--- src/fcd_pkg.sv ---
`default_nettype none
package fcd_pkg;
   // Register index on the 5-bit host address
   localparam logic [4:0] ADDR_BASE_LAST = 5'h0F;   // 0x0..0xF address/count
   localparam logic [4:0] CTRL_BASE      = 5'h10;   // 0x10..0x13 channel setup
   localparam logic [4:0] PRIO_ADDR      = 5'h14;
   localparam logic [4:0] IRQC_ADDR      = 5'h15;
   localparam logic [4:0] CHAIN_ADDR     = 5'h16;
   // Channel setup bit positions
   localparam int CS_DIR  = 0;
   localparam int CS_MODE = 1;   // Two bits, 2:1
   localparam int CS_DOWN = 3;
   localparam int CS_BUSY = 6;
   localparam int CS_END  = 7;
   // Shared register bit positions
   localparam int PR_ROT  = 7;
   localparam int IC_FLAG = 7;
   localparam int DC_EN   = 0;
   localparam int DC_SEL  = 1;   // Two bits, 2:1
   localparam int DC_FOUR = 3;
   localparam logic [7:0] REG_RST = 8'h00;
   // Mode codes in setup bits 2:1
   localparam logic [1:0] MODE_HSTEAL = 2'h0;
   localparam logic [1:0] MODE_HBURST = 2'h1;
   localparam logic [1:0] MODE_TSTEAL = 2'h2;
   localparam logic [1:0] MODE_BAD    = 2'h3;
   localparam logic [1:0] CHAIN_BAD   = 2'h3;
   typedef enum logic [2:0] {
      FCD_IDLE, FCD_REQ, FCD_XFER, FCD_WAIT, FCD_END
   } fcd_state_t;
endpackage
`default_nettype wire

--- src/fcd_dma.sv ---
// Behaviour
// RQ1: two-channel mode: ack-low output alone names channel 0 or 1.
// RQ2: peripheral requests a transfer by driving its request line high.
// RQ3: halt steal/first burst byte: sample all, serve winner, hold till done.
// RQ4: later burst bytes: active request sampled, byte moves only when high.
// RQ5: active-low strobe acknowledges peripheral and acts as valid address.
// RQ6: address steps per byte: up when setup bit 3 low, down when high.
// RQ7: 16-bit byte count, decremented at the start of each cycle; the code decrements it as the byte moves, at the end of the strobe cycle.
// RQ8: setup bit 0 gives direction, driven onto read/write during transfers.
// RQ9: setup bits 2:1: halt steal, halt burst, three-state steal; 11 illegal.
// RQ10: busy bit sets at start, clears after end output low one cycle.
// RQ11: end flag sets as busy clears, clears on host read of setup.
// RQ12: request-enable bits 0-3 gate recognition of each channel's request.
// RQ13: rotate bit low gives fixed priority 0,1,2,3.
// RQ14: rotate bit high moves served channel to lowest priority.
// RQ15: interrupt-enable bits 0-3 unmask each channel's end interrupt.
// RQ16: interrupt flag sets on enabled end, clears reading causing setup.
// RQ17: chain copies channel 3 address/count to selected channel after zero.
// RQ18: software keeps channel 3 idle while chaining is enabled.
// RQ19: chain bit 3 high: shared pin is select in host, ack-high in DMA.
// RQ20: reset clears all but address and count registers.
// RQ21: software loads a channel before enabling its request.
// RQ22: three-state steal: stretch request low, grant, one byte, release.
// RQ23: halt steal: halt request low, one byte once granted, release.
// RQ24: halt burst: keep halted until count reaches zero, then release.
// RQ25: enabled channel drives end/interrupt output low after final cycle.
// RQ26: in halt modes grant comes from processor bus-available.
// RQ27: illegal mode never starts; illegal chain select copies nothing.
`timescale 1ns/10ps
`default_nettype none
module fcd_dma
   import fcd_pkg::*;
#(
   parameter int NCH  = 4,
   parameter int AW   = 16,
   parameter int BUFD = 2
) (
   input  wire logic          sys_clk,
   input  wire logic          reset,
   input  wire logic          reset_n,
   input  wire logic [4:0]    reg_addr,
   input  wire logic          reg_cs_n_in,
   input  wire logic          reg_rd,
   input  wire logic          reg_wr,
   input  wire logic [7:0]    reg_wdata,
   output logic      [7:0]    reg_rdata,
   output logic               reg_rdata_oe,
   input  wire logic [NCH-1:0] channel_request_in,
   input  wire logic          bus_grant_in,
   output logic               clock_stretch_request_n,
   output logic               processor_halt_request_n,
   output logic               transfer_strobe_n,
   output logic               channel_ack_low_bit,
   output logic               select_or_channel_ack_high_bit,
   output logic               select_or_channel_ack_high_bit_oe,
   output logic               interrupt_or_block_end_n,
   output logic [AW-1:0]      dma_addr,
   output logic               dma_addr_oe,
   output logic               dma_rw,
   output logic               dma_rw_oe,
   output logic [1:0]         evt_chan,
   output logic [AW-1:0]      evt_addr,
   output logic               evt_valid,
   input  wire logic          evt_ready
);
   fcd_state_t state_ff, nxt_state;
   logic [AW-1:0] addr_ff  [NCH];
   logic [AW-1:0] cnt_ff   [NCH];
   logic [7:0]    setup_ff [NCH];
   logic [7:0]    prio_ff, irqc_ff, chain_ff;
   logic [1:0]    cur_ff, irq_src_ff;
   logic [1:0]    rank_ff [NCH];      // 0 = highest priority
   logic [NCH-1:0] req_sy_ff;
   logic [NCH-1:0] rq_a_ff, rq_b_ff, rq_c_ff;
   logic [2:0]    gr_ff;
   logic          grant_ff;
   logic          chain_pend_ff;
   logic          end_irq_ff;

   // Pin synchronisers: three stages, a change counts when stages two and
   // three agree so a runt glitch never starts a cycle
   always_ff @(posedge sys_clk) begin
      rq_a_ff <= channel_request_in;
      rq_b_ff <= rq_a_ff;
      rq_c_ff <= rq_b_ff;
      gr_ff   <= {gr_ff[1:0], bus_grant_in};
   end
   genvar g;
   generate
      for (g = 0; g < NCH; g++) begin : g_rq
         always_ff @(posedge sys_clk) begin
            if (reset)
               req_sy_ff[g] <= 1'b0;
            else if (rq_b_ff[g] == rq_c_ff[g])
               req_sy_ff[g] <= rq_b_ff[g]; // RQ2
         end
      end
   endgenerate
   always_ff @(posedge sys_clk) begin
      if (reset)
         grant_ff <= 1'b0;
      else if (gr_ff[1] == gr_ff[2])
         grant_ff <= gr_ff[1]; // RQ26
   end

   // Host access decode; writes land only while no transfer is running
   wire host_sel  = ~reg_cs_n_in & (state_ff == FCD_IDLE);
   wire host_wr   = host_sel & reg_wr;
   wire host_rd   = host_sel & reg_rd;
   wire is_ac     = reg_addr <= ADDR_BASE_LAST;
   wire is_ctrl   = reg_addr[4:2] == CTRL_BASE[4:2];
   wire [1:0] ac_ch  = reg_addr[3:2];
   wire [1:0] ct_ch  = reg_addr[1:0];
   wire ctrl_rd   = host_rd & is_ctrl;

   // Enabled request vector and priority pick
   wire [NCH-1:0] req_ok;
   generate
      for (g = 0; g < NCH; g++) begin : g_ok
         assign req_ok[g] = req_sy_ff[g] & prio_ff[g] // RQ12
            & (setup_ff[g][CS_MODE+:2] != MODE_BAD) // RQ27
            & ~setup_ff[g][CS_END];
      end
   endgenerate
   logic [1:0] pick;
   logic       pick_ok;
   logic [1:0] best_rank;
   always_comb begin
      pick = 2'h0;
      pick_ok = 1'b0;
      best_rank = 2'h3;
      for (int i = 0; i < NCH; i++) begin
         if (req_ok[i] && (!pick_ok || rank_ff[i] < best_rank)) begin
            pick = 2'(i); // RQ13
            best_rank = rank_ff[i];
            pick_ok = 1'b1;
         end
      end
   end

   wire [1:0] cur_mode = setup_ff[cur_ff][CS_MODE+:2];
   wire       cur_last = cnt_ff[cur_ff] == 16'h0001;
   wire       buf_ready;
   // One byte moves on a granted cycle; the buffer stalls it when full
   wire xfer_go  = (state_ff == FCD_XFER) & buf_ready;
   wire done_blk = xfer_go & cur_last;

   // Transfer sequencer
   always_comb begin
      nxt_state = state_ff;
      unique case (state_ff)
         // A new request waits until the previous grant has dropped, so a
         // stale grant never strobes a bus that nobody handed over
         FCD_IDLE: if (pick_ok && !grant_ff) nxt_state = FCD_REQ; // RQ3
         FCD_REQ:  if (grant_ff) nxt_state = FCD_XFER; // RQ22
         FCD_XFER:
            if (xfer_go) begin
               if (cur_last)
                  nxt_state = FCD_END; // RQ24
               else if (cur_mode == MODE_HBURST)
                  nxt_state = FCD_WAIT;
               else
                  nxt_state = FCD_IDLE; // RQ23
            end
         // Later burst bytes wait for the active request only
         FCD_WAIT: if (req_sy_ff[cur_ff]) nxt_state = FCD_XFER; // RQ4
         FCD_END:  nxt_state = FCD_IDLE;
      endcase
   end

   always_ff @(posedge sys_clk) begin
      if (reset)
         state_ff <= FCD_IDLE;
      else
         state_ff <= nxt_state;
   end

   // Channel latch; requests are resampled only from idle, so not during a burst but before each steal byte
   always_ff @(posedge sys_clk) begin
      if (reset)
         cur_ff <= 2'h0;
      else if (state_ff == FCD_IDLE && nxt_state == FCD_REQ)
         cur_ff <= pick; // RQ3
   end

   // Rotating rank table
   generate
      for (g = 0; g < NCH; g++) begin : g_rank
         always_ff @(posedge sys_clk) begin
            if (reset || !prio_ff[PR_ROT])
               rank_ff[g] <= 2'(g); // RQ13
            else if (xfer_go && g == cur_ff)
               rank_ff[g] <= 2'h3; // RQ14
            else if (xfer_go && rank_ff[g] > rank_ff[cur_ff])
               rank_ff[g] <= rank_ff[g] - 2'h1; // RQ14
         end
      end
   endgenerate

   // Address and count registers; not reset, chain copy, host byte writes or transfer
   wire chain_fire = chain_pend_ff & chain_ff[DC_EN]
      & (chain_ff[DC_SEL+:2] != CHAIN_BAD); // RQ27
   generate
      for (g = 0; g < NCH; g++) begin : g_ac
         wire wr_here = host_wr & is_ac & (ac_ch == g);
         always_ff @(posedge sys_clk) begin
            if (chain_fire && chain_ff[DC_SEL+:2] == g) begin
               addr_ff[g] <= addr_ff[3]; // RQ17
               cnt_ff[g]  <= cnt_ff[3];
            end else if (xfer_go && cur_ff == g) begin
               cnt_ff[g] <= cnt_ff[g] - 16'h0001; // RQ7
               if (setup_ff[g][CS_DOWN])
                  addr_ff[g] <= addr_ff[g] - 16'h0001; // RQ6
               else
                  addr_ff[g] <= addr_ff[g] + 16'h0001; // RQ6
            end else if (wr_here) begin
               unique case (reg_addr[1:0])
                  2'h0: addr_ff[g][15:8] <= reg_wdata;
                  2'h1: addr_ff[g][7:0]  <= reg_wdata;
                  2'h2: cnt_ff[g][15:8]  <= reg_wdata;
                  2'h3: cnt_ff[g][7:0]   <= reg_wdata;
               endcase
            end
         end
      end
   endgenerate

   // Chain copy is taken the cycle after the count hits zero
   always_ff @(posedge sys_clk) begin
      if (reset)
         chain_pend_ff <= 1'b0;
      else
         chain_pend_ff <= done_blk; // RQ17
   end

   // Setup registers: busy and end bits are hardware owned
   generate
      for (g = 0; g < NCH; g++) begin : g_cs
         wire here   = cur_ff == g;
         wire wr_cs  = host_wr & is_ctrl & (ct_ch == g);
         wire rd_cs  = ctrl_rd & (ct_ch == g);
         wire set_bz = state_ff == FCD_REQ & here;
         wire fin    = state_ff == FCD_END & here;
         always_ff @(posedge sys_clk) begin
            if (reset) begin
               setup_ff[g] <= REG_RST; // RQ20
            end else begin
               if (wr_cs)
                  setup_ff[g][3:0] <= reg_wdata[3:0];
               if (set_bz)
                  setup_ff[g][CS_BUSY] <= 1'b1; // RQ10
               else if (fin)
                  setup_ff[g][CS_BUSY] <= 1'b0; // RQ10
               // Set wins over a read in the same cycle
               if (fin)
                  setup_ff[g][CS_END] <= 1'b1; // RQ11
               else if (rd_cs)
                  setup_ff[g][CS_END] <= 1'b0; // RQ11
            end
         end
      end
   endgenerate

   // Block-end pulse: low for the cycle after the last byte
   wire irq_set = (state_ff == FCD_END) & irqc_ff[cur_ff]; // RQ15
   always_ff @(posedge sys_clk) begin
      if (reset)
         end_irq_ff <= 1'b0;
      else
         end_irq_ff <= done_blk & irqc_ff[cur_ff]; // RQ25
   end

   // Shared registers
   always_ff @(posedge sys_clk) begin
      if (reset) begin
         prio_ff    <= REG_RST; // RQ20
         irqc_ff    <= REG_RST;
         chain_ff   <= REG_RST;
         irq_src_ff <= 2'h0;
      end else begin
         if (host_wr && reg_addr == PRIO_ADDR)
            prio_ff <= {reg_wdata[7], 3'h0, reg_wdata[3:0]};
         if (host_wr && reg_addr == CHAIN_ADDR)
            chain_ff <= {4'h0, reg_wdata[3:0]};
         if (host_wr && reg_addr == IRQC_ADDR)
            irqc_ff[3:0] <= reg_wdata[3:0];
         if (irq_set) begin
            irqc_ff[IC_FLAG] <= 1'b1; // RQ16
            irq_src_ff <= cur_ff;
         end else if (ctrl_rd && ct_ch == irq_src_ff)
            irqc_ff[IC_FLAG] <= 1'b0; // RQ16
      end
   end

   // Host read mux, drivers on only for a selected read
   logic [7:0] rd_mux;
   always_comb begin
      rd_mux = 8'h00;
      if (is_ac)
         unique case (reg_addr[1:0])
            2'h0: rd_mux = addr_ff[ac_ch][15:8];
            2'h1: rd_mux = addr_ff[ac_ch][7:0];
            2'h2: rd_mux = cnt_ff[ac_ch][15:8];
            2'h3: rd_mux = cnt_ff[ac_ch][7:0];
         endcase
      else if (is_ctrl)
         rd_mux = setup_ff[ct_ch];
      else if (reg_addr == PRIO_ADDR)
         rd_mux = prio_ff;
      else if (reg_addr == IRQC_ADDR)
         rd_mux = irqc_ff;
      else if (reg_addr == CHAIN_ADDR)
         rd_mux = chain_ff;
   end
   always_ff @(posedge sys_clk) begin
      if (reset) begin
         reg_rdata    <= 8'h00;
         reg_rdata_oe <= 1'b0;
      end else begin
         reg_rdata    <= rd_mux;
         reg_rdata_oe <= host_rd;
      end
   end

   // Request, strobe and acknowledge pins
   wire in_req  = state_ff == FCD_REQ || state_ff == FCD_XFER;
   wire is_tsc  = cur_mode == MODE_TSTEAL; // RQ9
   wire in_dma  = state_ff != FCD_IDLE;
   assign clock_stretch_request_n  = ~(in_req & is_tsc); // RQ22
   // Halt held through burst waits until the last byte has moved
   assign processor_halt_request_n =
      ~((in_req | state_ff == FCD_WAIT) & ~is_tsc); // RQ23
   assign transfer_strobe_n = ~xfer_go; // RQ5
   assign channel_ack_low_bit = cur_ff[0]; // RQ1
   assign select_or_channel_ack_high_bit = cur_ff[1]; // RQ19
   assign select_or_channel_ack_high_bit_oe =
      chain_ff[DC_FOUR] & in_dma; // RQ19
   assign interrupt_or_block_end_n = ~end_irq_ff; // RQ25
   assign dma_addr    = addr_ff[cur_ff];
   assign dma_addr_oe = xfer_go;
   assign dma_rw      = setup_ff[cur_ff][CS_DIR]; // RQ8
   assign dma_rw_oe   = xfer_go; // RQ8

   // Two-entry buffer of moved-byte records toward the consumer
   logic [AW+1:0] buf_ff [BUFD];
   logic [1:0]    wp_ff, rp_ff;
   wire buf_full  = (wp_ff - rp_ff) == 2'(BUFD);
   wire buf_empty = wp_ff == rp_ff;
   assign buf_ready = ~buf_full;
   wire push = xfer_go;
   wire pop  = evt_valid & evt_ready;
   always_ff @(posedge sys_clk) begin
      if (reset) begin
         wp_ff <= 2'h0;
         rp_ff <= 2'h0;
      end else begin
         if (push)
            wp_ff <= wp_ff + 2'h1;
         if (pop)
            rp_ff <= rp_ff + 2'h1;
      end
      if (push)
         buf_ff[wp_ff[0]] <= {cur_ff, addr_ff[cur_ff]};
   end
   assign evt_valid = ~buf_empty;
   assign evt_chan  = buf_ff[rp_ff[0]][AW+:2];
   assign evt_addr  = buf_ff[rp_ff[0]][AW-1:0];
endmodule // fcd_dma
`default_nettype wire

--- config.mk ---
export PLATFORM = sky130hd
export DESIGN_NAME = fcd_dma
export DESIGN_NICKNAME = d
export VERILOG_FILES = /design/src/fcd_pkg.sv /design/src/fcd_dma.sv
export SDC_FILE = /design/constraint.sdc
export NUM_CORES = 1
export LEC_CHECK = 0
export ABC_AREA = 1
export BUFFER_PORTS_ARGS = -buffer_cell sky130_fd_sc_hd__buf_2
export CAP_MARGIN = 10
export CORE_ASPECT_RATIO = 1.1
export CORE_MARGIN = 3
export CORE_UTILIZATION = 55
export CTS_CLUSTER_DIAMETER = 50
export DETAILED_ROUTE_END_ITERATION = 16
export GPL_TIMING_DRIVEN = 0
export PLACE_DENSITY = 0.73
export SYNTH_ARGS = -nofsm -noshare
export SYNTH_HDL_FRONTEND = slang
export SYNTH_SLANG_ARGS = --single-unit
--- constraint.sdc ---
create_clock -name sys_clk -period 5.1 [get_ports sys_clk]
set_input_delay 0.765 -clock sys_clk [delete_from_list [all_inputs] [get_ports sys_clk]]
set_output_delay 0.765 -clock sys_clk [all_outputs]
set_load 0.005 [all_outputs]
==> run_results.csv, run 1 <==
group,metric,value,unit
global_routing,grt_pass1_vias,15800,
global_routing,grt_pass1_wl,94000,µm
clock_network,ctsResizeCount,0,
worst_setup_path,arrival,5.01,ns
floorplan,num_rows,66,
clock_network,cts.sinks,255,
sta,setup_violations,0,
finish,area_delta_synth_final,13.1,%
placement,dp_hpwl,47600,µm
synth,synth_cell_types,64,
synth,ys_warn_count,0,
worst_setup_path,path_depth,20,
floorplan,core,29900,µm²
worst_setup_path,cp_common_cell,"nand2_1",
placement,port_buffers,76,
synth,ys_seq_elements,255,
floorplan,die_area,32800,µm²
synth,yosysTopAreaCellShare,34.9,%
global_routing,grtUsageTotal,37.1,%
worst_setup_path,path_class,"reg2reg",
sta,max_freq,0.210,GHz
clock_network,cts-root-buf,"clkbuf_16",
sta,clock_skew,0.0233,ns
synth,avgSynthCellArea,8.00,µm²
floorplan,fp.dieW,173,µm
floorplan,start_util,56.5,%
sta,fin_crit_sh,93.2,%
worst_setup_path,crit_chain,"inv_1 -> nor2_1 -> nand2_2 -> inv_1 -> nand3_1 -> ha_1 -> a21oi_1 -> nand2_1 -> nand2_1 -> nand2_1 -> nand2_1 -> nand2_1 -> nand2_1 -> nand2_1 -> nand2_1 -> nand2_1 -> a31oi_1 -> o21ai_0 -> xnor2_1 -> o21bai_1",
finish,layout-drive-gt1-share,10.4,%
worst_setup_path,slowest_delay,0.70,ns
clock_network,htreeDepth,2,
sta,finalHoldViolCount,0,
drt,wl,62500,µm
clock_network,cts_hold_buf,0,
run,drv_cap,0,
synth,async_reset_ff_share,0,%
clock_network,insertion_delay,0.53,ns
worst_setup_path,required,5.36,ns
drt,wire_per_inst,23.5,µm
synth,syn_inst,2110,
synth,synth_top_flop_cell,"edfxtp_1",
drt,drtAntennaViolNets,0,
sta,drv_slew,0,
worst_setup_path,crit_fanout,16,
sta,max_slew_margin,22.7,%
worst_setup_path,cp-end-kind,"register",
drt,dr.pass1.iters,8,
clock_network,cts_inserted_buffers,36,
clock_network,cts_tree,"built",
worst_setup_path,cp_slowest_cell,"nand3_1",
drt,drc_errors,0,
clock_network,worst_setup_hold_path_clk_slew,0.06,ns
worst_setup_path,crit_family,"simple AND/OR/NAND/NOR gates",
floorplan,io_pins,79,
synth,synth_area_leaders,"edfxtp_1, nand2_1, dfxtp_1",
synth,synth-seq-area-share,41.9,%
finish,nNetsFinal,2297,
finish,final_util,63.8,%
pwr,leakagePower,7.63,nW
clock_network,postCtsSetupRepairBufs,0,
pwr,power.density,287,nW/µm²
sta,worstMarginPinSlew,1.16,ns
floorplan,fp.dieH,190,µm
sta,tns,0,ns
sta,min_period,4.75,ns
synth,syn_area,16900,µm²
placement,routabilityCongestion,1.05,
synth,synth_edf_count,196,
clock_network,cts_buffer_depth,3,
drt,vias,17100,
synth,synthesis.nets,2182,
drt,drtIter0Drc,2286,
min_path,hold_path.class,"reg2reg",
worst_setup_path,cp_num_buf_inv,2,
finish,fillCellCount,2647,
worst_setup_path,crit_path_start_kind,"register",
finish,final_cell_mix,"nand2_1, inv_1, o21ai_0",
global_routing,antenna_found_initial,1,
pwr,vdd_drop_max,0.312,mV
sta,rsz0062_at_grt,"no",
min_path,worst_hold_path.num_cells,0,
drt,viasPerCell,6.43,
global_routing,grt_remaining_overflow,0,
outcome,outcome,"completed",
synth,synth_top_cell_by_area,"edfxtp_1",
global_routing,grt_max_degree,20,
finish,layout_commonest_cell,"nand2_1",
sta,timing.hold.ws,0.327,ns
worst_setup_path,reg2regPathDepth,20,
synthesized netlist by cell type, types with 4 or more instances:
library cell / number
a2111oi_0: 4
a211oi_1: 11
a21oi_1: 160
a221oi_1: 20
a22oi_1: 21
a31oi_1: 11
buf_1: 4
buf_2: 12
clkbuf_1: 58
dfxtp_1: 59
edfxtp_1: 196
ha_1: 45
inv_1: 241
inv_2: 15
mux2_2: 18
nand2_1: 370
nand3_1: 100
nand4_1: 17
nor2_1: 191
nor2_2: 5
nor2_4: 7
nor3_1: 35
nor3_2: 6
nor3_4: 4
nor4_1: 11
o2111ai_1: 5
o211ai_1: 25
o21ai_0: 223
o21ai_1: 6
o21bai_1: 4
o221ai_1: 37
o22ai_1: 48
o31ai_1: 6
or2_2: 12
xnor2_1: 6
xor2_1: 70
where the power goes:
| part | total, mW | leakage (nW) | switching [mW] | internal, mW |
|---|---|---|---|---|
| sequential | 2.31 | 2.29 | 0.0380 | 2.27 |
| clock | 2.66 | 0.622 | 1.05 | 1.61 |
| combinational | 0.514 | 4.72 | 0.372 | 0.142 |
path summary, 6_finish.rpt:
check / endpoint / slack, ns / start
worst max-delay path: addr_ff[2][11]$_DFFE_PP_ / 0.35 / cur_ff[1]$_SDFFE_PP0P_
worst min-delay path: rq_b_ff[3]$_DFF_P_ / 0.33 / rq_a_ff[3]$_DFF_P_
worst max register to register: addr_ff[2][11]$_DFFE_PP_ / 0.35 / cur_ff[1]$_SDFFE_PP0P_
worst min register to register: rq_b_ff[3]$_DFF_P_ / 0.33 / rq_a_ff[3]$_DFF_P_
metrics by stage:
step	instances	worst slack (ns)	power, mW	cell area [µm²]
floorplan	2110	1.63	2.63	16900
global placement	2594	0.582	2.84	17800
detailed placement	2594	0.547	2.85	17800
CTS	2660	0.510	5.47	19100
global route	2661	0.0769	5.61	19100
finish	2663	0.348	5.48	19100
final cells by class:
| cell class | instances | area (µm²) | area share, % |
|---|---|---|---|
| Sequential cell | 255 | 7070 | 37.0 |
| Buffer | 76 | 312 | 1.63 |
| Timing Repair Buffer | 77 | 393 | 2.06 |
| Inverter | 260 | 981 | 5.14 |
| Antenna cell | 2 | 5.00 | 0.0262 |
| Clock buffer | 42 | 1010 | 5.28 |
| Multi-Input combinational cell | 1519 | 8530 | 44.7 |
| Clock inverter | 24 | 284 | 1.49 |
| Tap cell | 408 | 510 | 2.67 |
logic make-up after synthesis:
group,count (synthesis),share of synthesized area (%)
buffers and inverters,336,7.66
and+or+nand+nor,775,20.5
DFF,255,41.9
AOI/OAI and AO/OA,603,21.3
muxes,18,1.20
xor gates and xnor gates,76,3.94
adders and majority gates,47,3.57
layer usage:
layer  part of all wire [%]  track usage [%]
met5                      0                0
met4                    7.4             20.9
met2                     44             58.4
met3                    9.6             5.95
met1                     39             49.1
worst register-to-register path, stage by stage (launching register included):
cell and delay [ns]:
dfxtp_1 0.52, inv_1 0.12, nor2_1 0.47, nand2_2 0.30, inv_1 0.16, nand3_1 0.70, ha_1 0.67, a21oi_1 0.18
nand2_1 0.08, nand2_1 0.09, nand2_1 0.05, nand2_1 0.08, nand2_1 0.09, nand2_1 0.09, nand2_1 0.05, nand2_1 0.05
nand2_1 0.11, a31oi_1 0.27, o21ai_0 0.16, xnor2_1 0.15, o21bai_1 0.08
registers in the layout (all words and copies together) (netlist names), 4 cells and up, named ones only:
register,flops
addr_ff,64
cnt_ff,64
buf_ff,36
setup_ff,24
rank_ff,8
reg_rdata,8
irqc_ff,5
prio_ff,5
chain_ff,4
req_sy_ff,4
rq_a_ff,4
rq_b_ff,4
rq_c_ff,4
Note: power is estimated with default switching activity, not from simulation.
==> run 2: changes to the inputs <==
CTS_CLUSTER_DIAMETER = not set   (was 50)
HOLD_SLACK_MARGIN = 0.05   (was not set)
MAX_ROUTING_LAYER = met4   (was not set)
==> run 2 against run 1 <==
  * Total power fell by 10%
  * Sequential power barely moved
  * Die area did not move
  * Utilization fell by 1.2 points
  * Critical path type unchanged
==> run_results.csv, run 2 (synthesized netlist as in run 1, its figures left out) <==
group,metric,value,unit
sta,clock_skew,0.0124,ns
global_routing,grt_max_degree,20,
sta,finalHoldViolCount,0,
floorplan,fp.dieH,190,µm
finish,final_util,62.7,%
placement,routabilityCongestion,1.05,
global_routing,antenna_found_initial,0,
placement,port_buffers,76,
floorplan,num_rows,66,
clock_network,htreeDepth,1,
finish,multiInputGateArea,8530,µm²
sta,setup_violations,0,
finish,final_area,18700,µm²
pwr,leakagePower,7.46,nW
global_routing,grt_pass1_vias,15400,
sta,max_slew_margin,16.2,%
finish,antennaDiodeCount,0,
pwr,power.density,263,nW/µm²
placement,placed_cells,2594,
clock_network,cts_tree,"built",
finish,nNetsFinal,2289,
clock_network,cts.sinks,255,
min_path,hold_path.class,"in2reg",
floorplan,fp.dieW,173,µm
finish,layout-drive-gt1-share,9.70,%
finish,final_cell_mix,"nand2_1, inv_1, o21ai_0",
pwr,vdd_drop_max,0.274,mV
clock_network,ctsResizeCount,0,
drt,drtIter0Drc,2346,
sta,min_period,4.84,ns
worst_setup_path,cp-end-kind,"register",
clock_network,cts_hold_buf,0,
floorplan,core,29900,µm²
worst_setup_path,required,5.40,ns
clock_network,postCtsSetupRepairBufs,0,
finish,fin_cells,2646,
sta,worstMarginPinSlew,1.26,ns
clock_network,insertion_delay,0.56,ns
outcome,outcome,"completed",
placement,place_worst_setup_slack,0.485,ns
sta,max_freq,0.207,GHz
drt,wire_per_inst,23.6,µm
placement,placed_area,17800,µm²
clock_network,cts-root-buf,"clkbuf_16",
worst_setup_path,reg2regPathDepth,19,
drt,drc_errors,0,
drt,vias,17000,
clock_network,cts_inserted_buffers,28,
clock_network,worst_setup_hold_path_clk_slew,0.06,ns
finish,regArea,7070,µm²
drt,drtAntennaViolNets,0,
sta,tns,0,ns
sta,rsz0062_at_grt,"no",
finish,area_delta_synth_final,11.0,%
finish,layout_commonest_cell,"nand2_1",
worst_setup_path,crit_path_start_kind,"register",
sta,setup_ws,0.260,ns
worst_setup_path,path_class,"reg2reg",
worst_setup_path,crit_fanout,16,
worst_setup_path,arrival,5.14,ns
floorplan,start_util,56.5,%
drt,dr.pass1.iters,6,
floorplan,io_pins,79,
sta,fin_crit_sh,94.9,%
floorplan,die_area,32800,µm²
min_path,worst_hold_path.num_cells,1,
run,drv_cap,0,
drt,viasPerCell,6.44,
clock_network,cts_buffer_depth,3,
sta,drv_slew,0,
finish,fillCellCount,2703,
drt,wl,62400,µm
global_routing,grt_pass1_wl,92200,µm
global_routing,grt_remaining_overflow,0,
placement,dp_hpwl,47600,µm
global_routing,grtUsageTotal,37.6,%
-- run 2: changes by cell type in the layout (fill, tap and decap cells not counted), sizes merged --
cell          previous run  this run
clkbuf                 100        97
clkinvlp                 4         0
diode                    2         0
bufinv                   3         2
dlymetal6s2s             1         0
inv                    265       259
-- run 2: metrics by stage --
| step | total power, mW | hold WS [ns] |
|---|---|---|
| floorplan | 2.63 | 0.310 |
| global placement | 2.84 | 0.310 |
| detailed placement | 2.85 | 0.316 |
| CTS | 4.89 | 0.299 |
| global route | 5.04 | 0.292 |
| finish | 4.92 | 0.306 |
-- run 2: area by class of cell --
class | count | share of cell area, %
Multi-Input combinational cell | 1519 | 45.5
Sequential cell | 255 | 37.7
Inverter | 260 | 5.24
Clock buffer | 38 | 4.38
Tap cell | 408 | 2.73
Timing Repair Buffer | 77 | 2.06
Buffer | 76 | 1.66
Clock inverter | 13 | 0.701
-- run 2: worst paths after layout --
path                                from                       end  slack, ns
setup / recovery  cur_ff[1]$_SDFFE_PP0P_  addr_ff[2][12]$_DFFE_PP_       0.26
hold / removal     channel_request_in[0]        rq_a_ff[0]$_DFF_P_       0.31
setup reg to reg  cur_ff[1]$_SDFFE_PP0P_  addr_ff[2][12]$_DFFE_PP_       0.26
hold reg to reg       rq_a_ff[1]$_DFF_P_        rq_b_ff[1]$_DFF_P_       0.33
-- run 2: power by group --
| group | switching, mW | leakage (nW) | internal [mW] | total, mW |
|---|---|---|---|---|
| logic | 0.373 | 4.71 | 0.142 | 0.515 |
| registers | 0.0399 | 2.29 | 2.27 | 2.31 |
| clock network | 0.869 | 0.471 | 1.23 | 2.10 |
| total | 1.28 | 7.46 | 3.64 | 4.92 |
-- run 2: worst max-delay path, cell delays in order (launching register included) --
cell and delay, ns:
dfxtp_1 0.52, inv_1 0.13, nor2_1 0.51, nand2_2 0.32, inv_1 0.17, nand3_1 0.67, fa_1 0.74, nand3_1 0.10
nand3_1 0.10, nand2_1 0.11, nand2_1 0.06, nand2_1 0.08, nand2_1 0.10, nand2_1 0.11, nand2_1 0.06, a21oi_1 0.22
o21a_1 0.20, o21ai_0 0.12, xor2_1 0.16, o21bai_1 0.07
-- run 2: per-layer routing --
metal,wire (µm),track usage [%]
met5,0,-
met4,3810,17.7
met3,6530,6.29
met2,27800,58.7
met1,24200,48.1
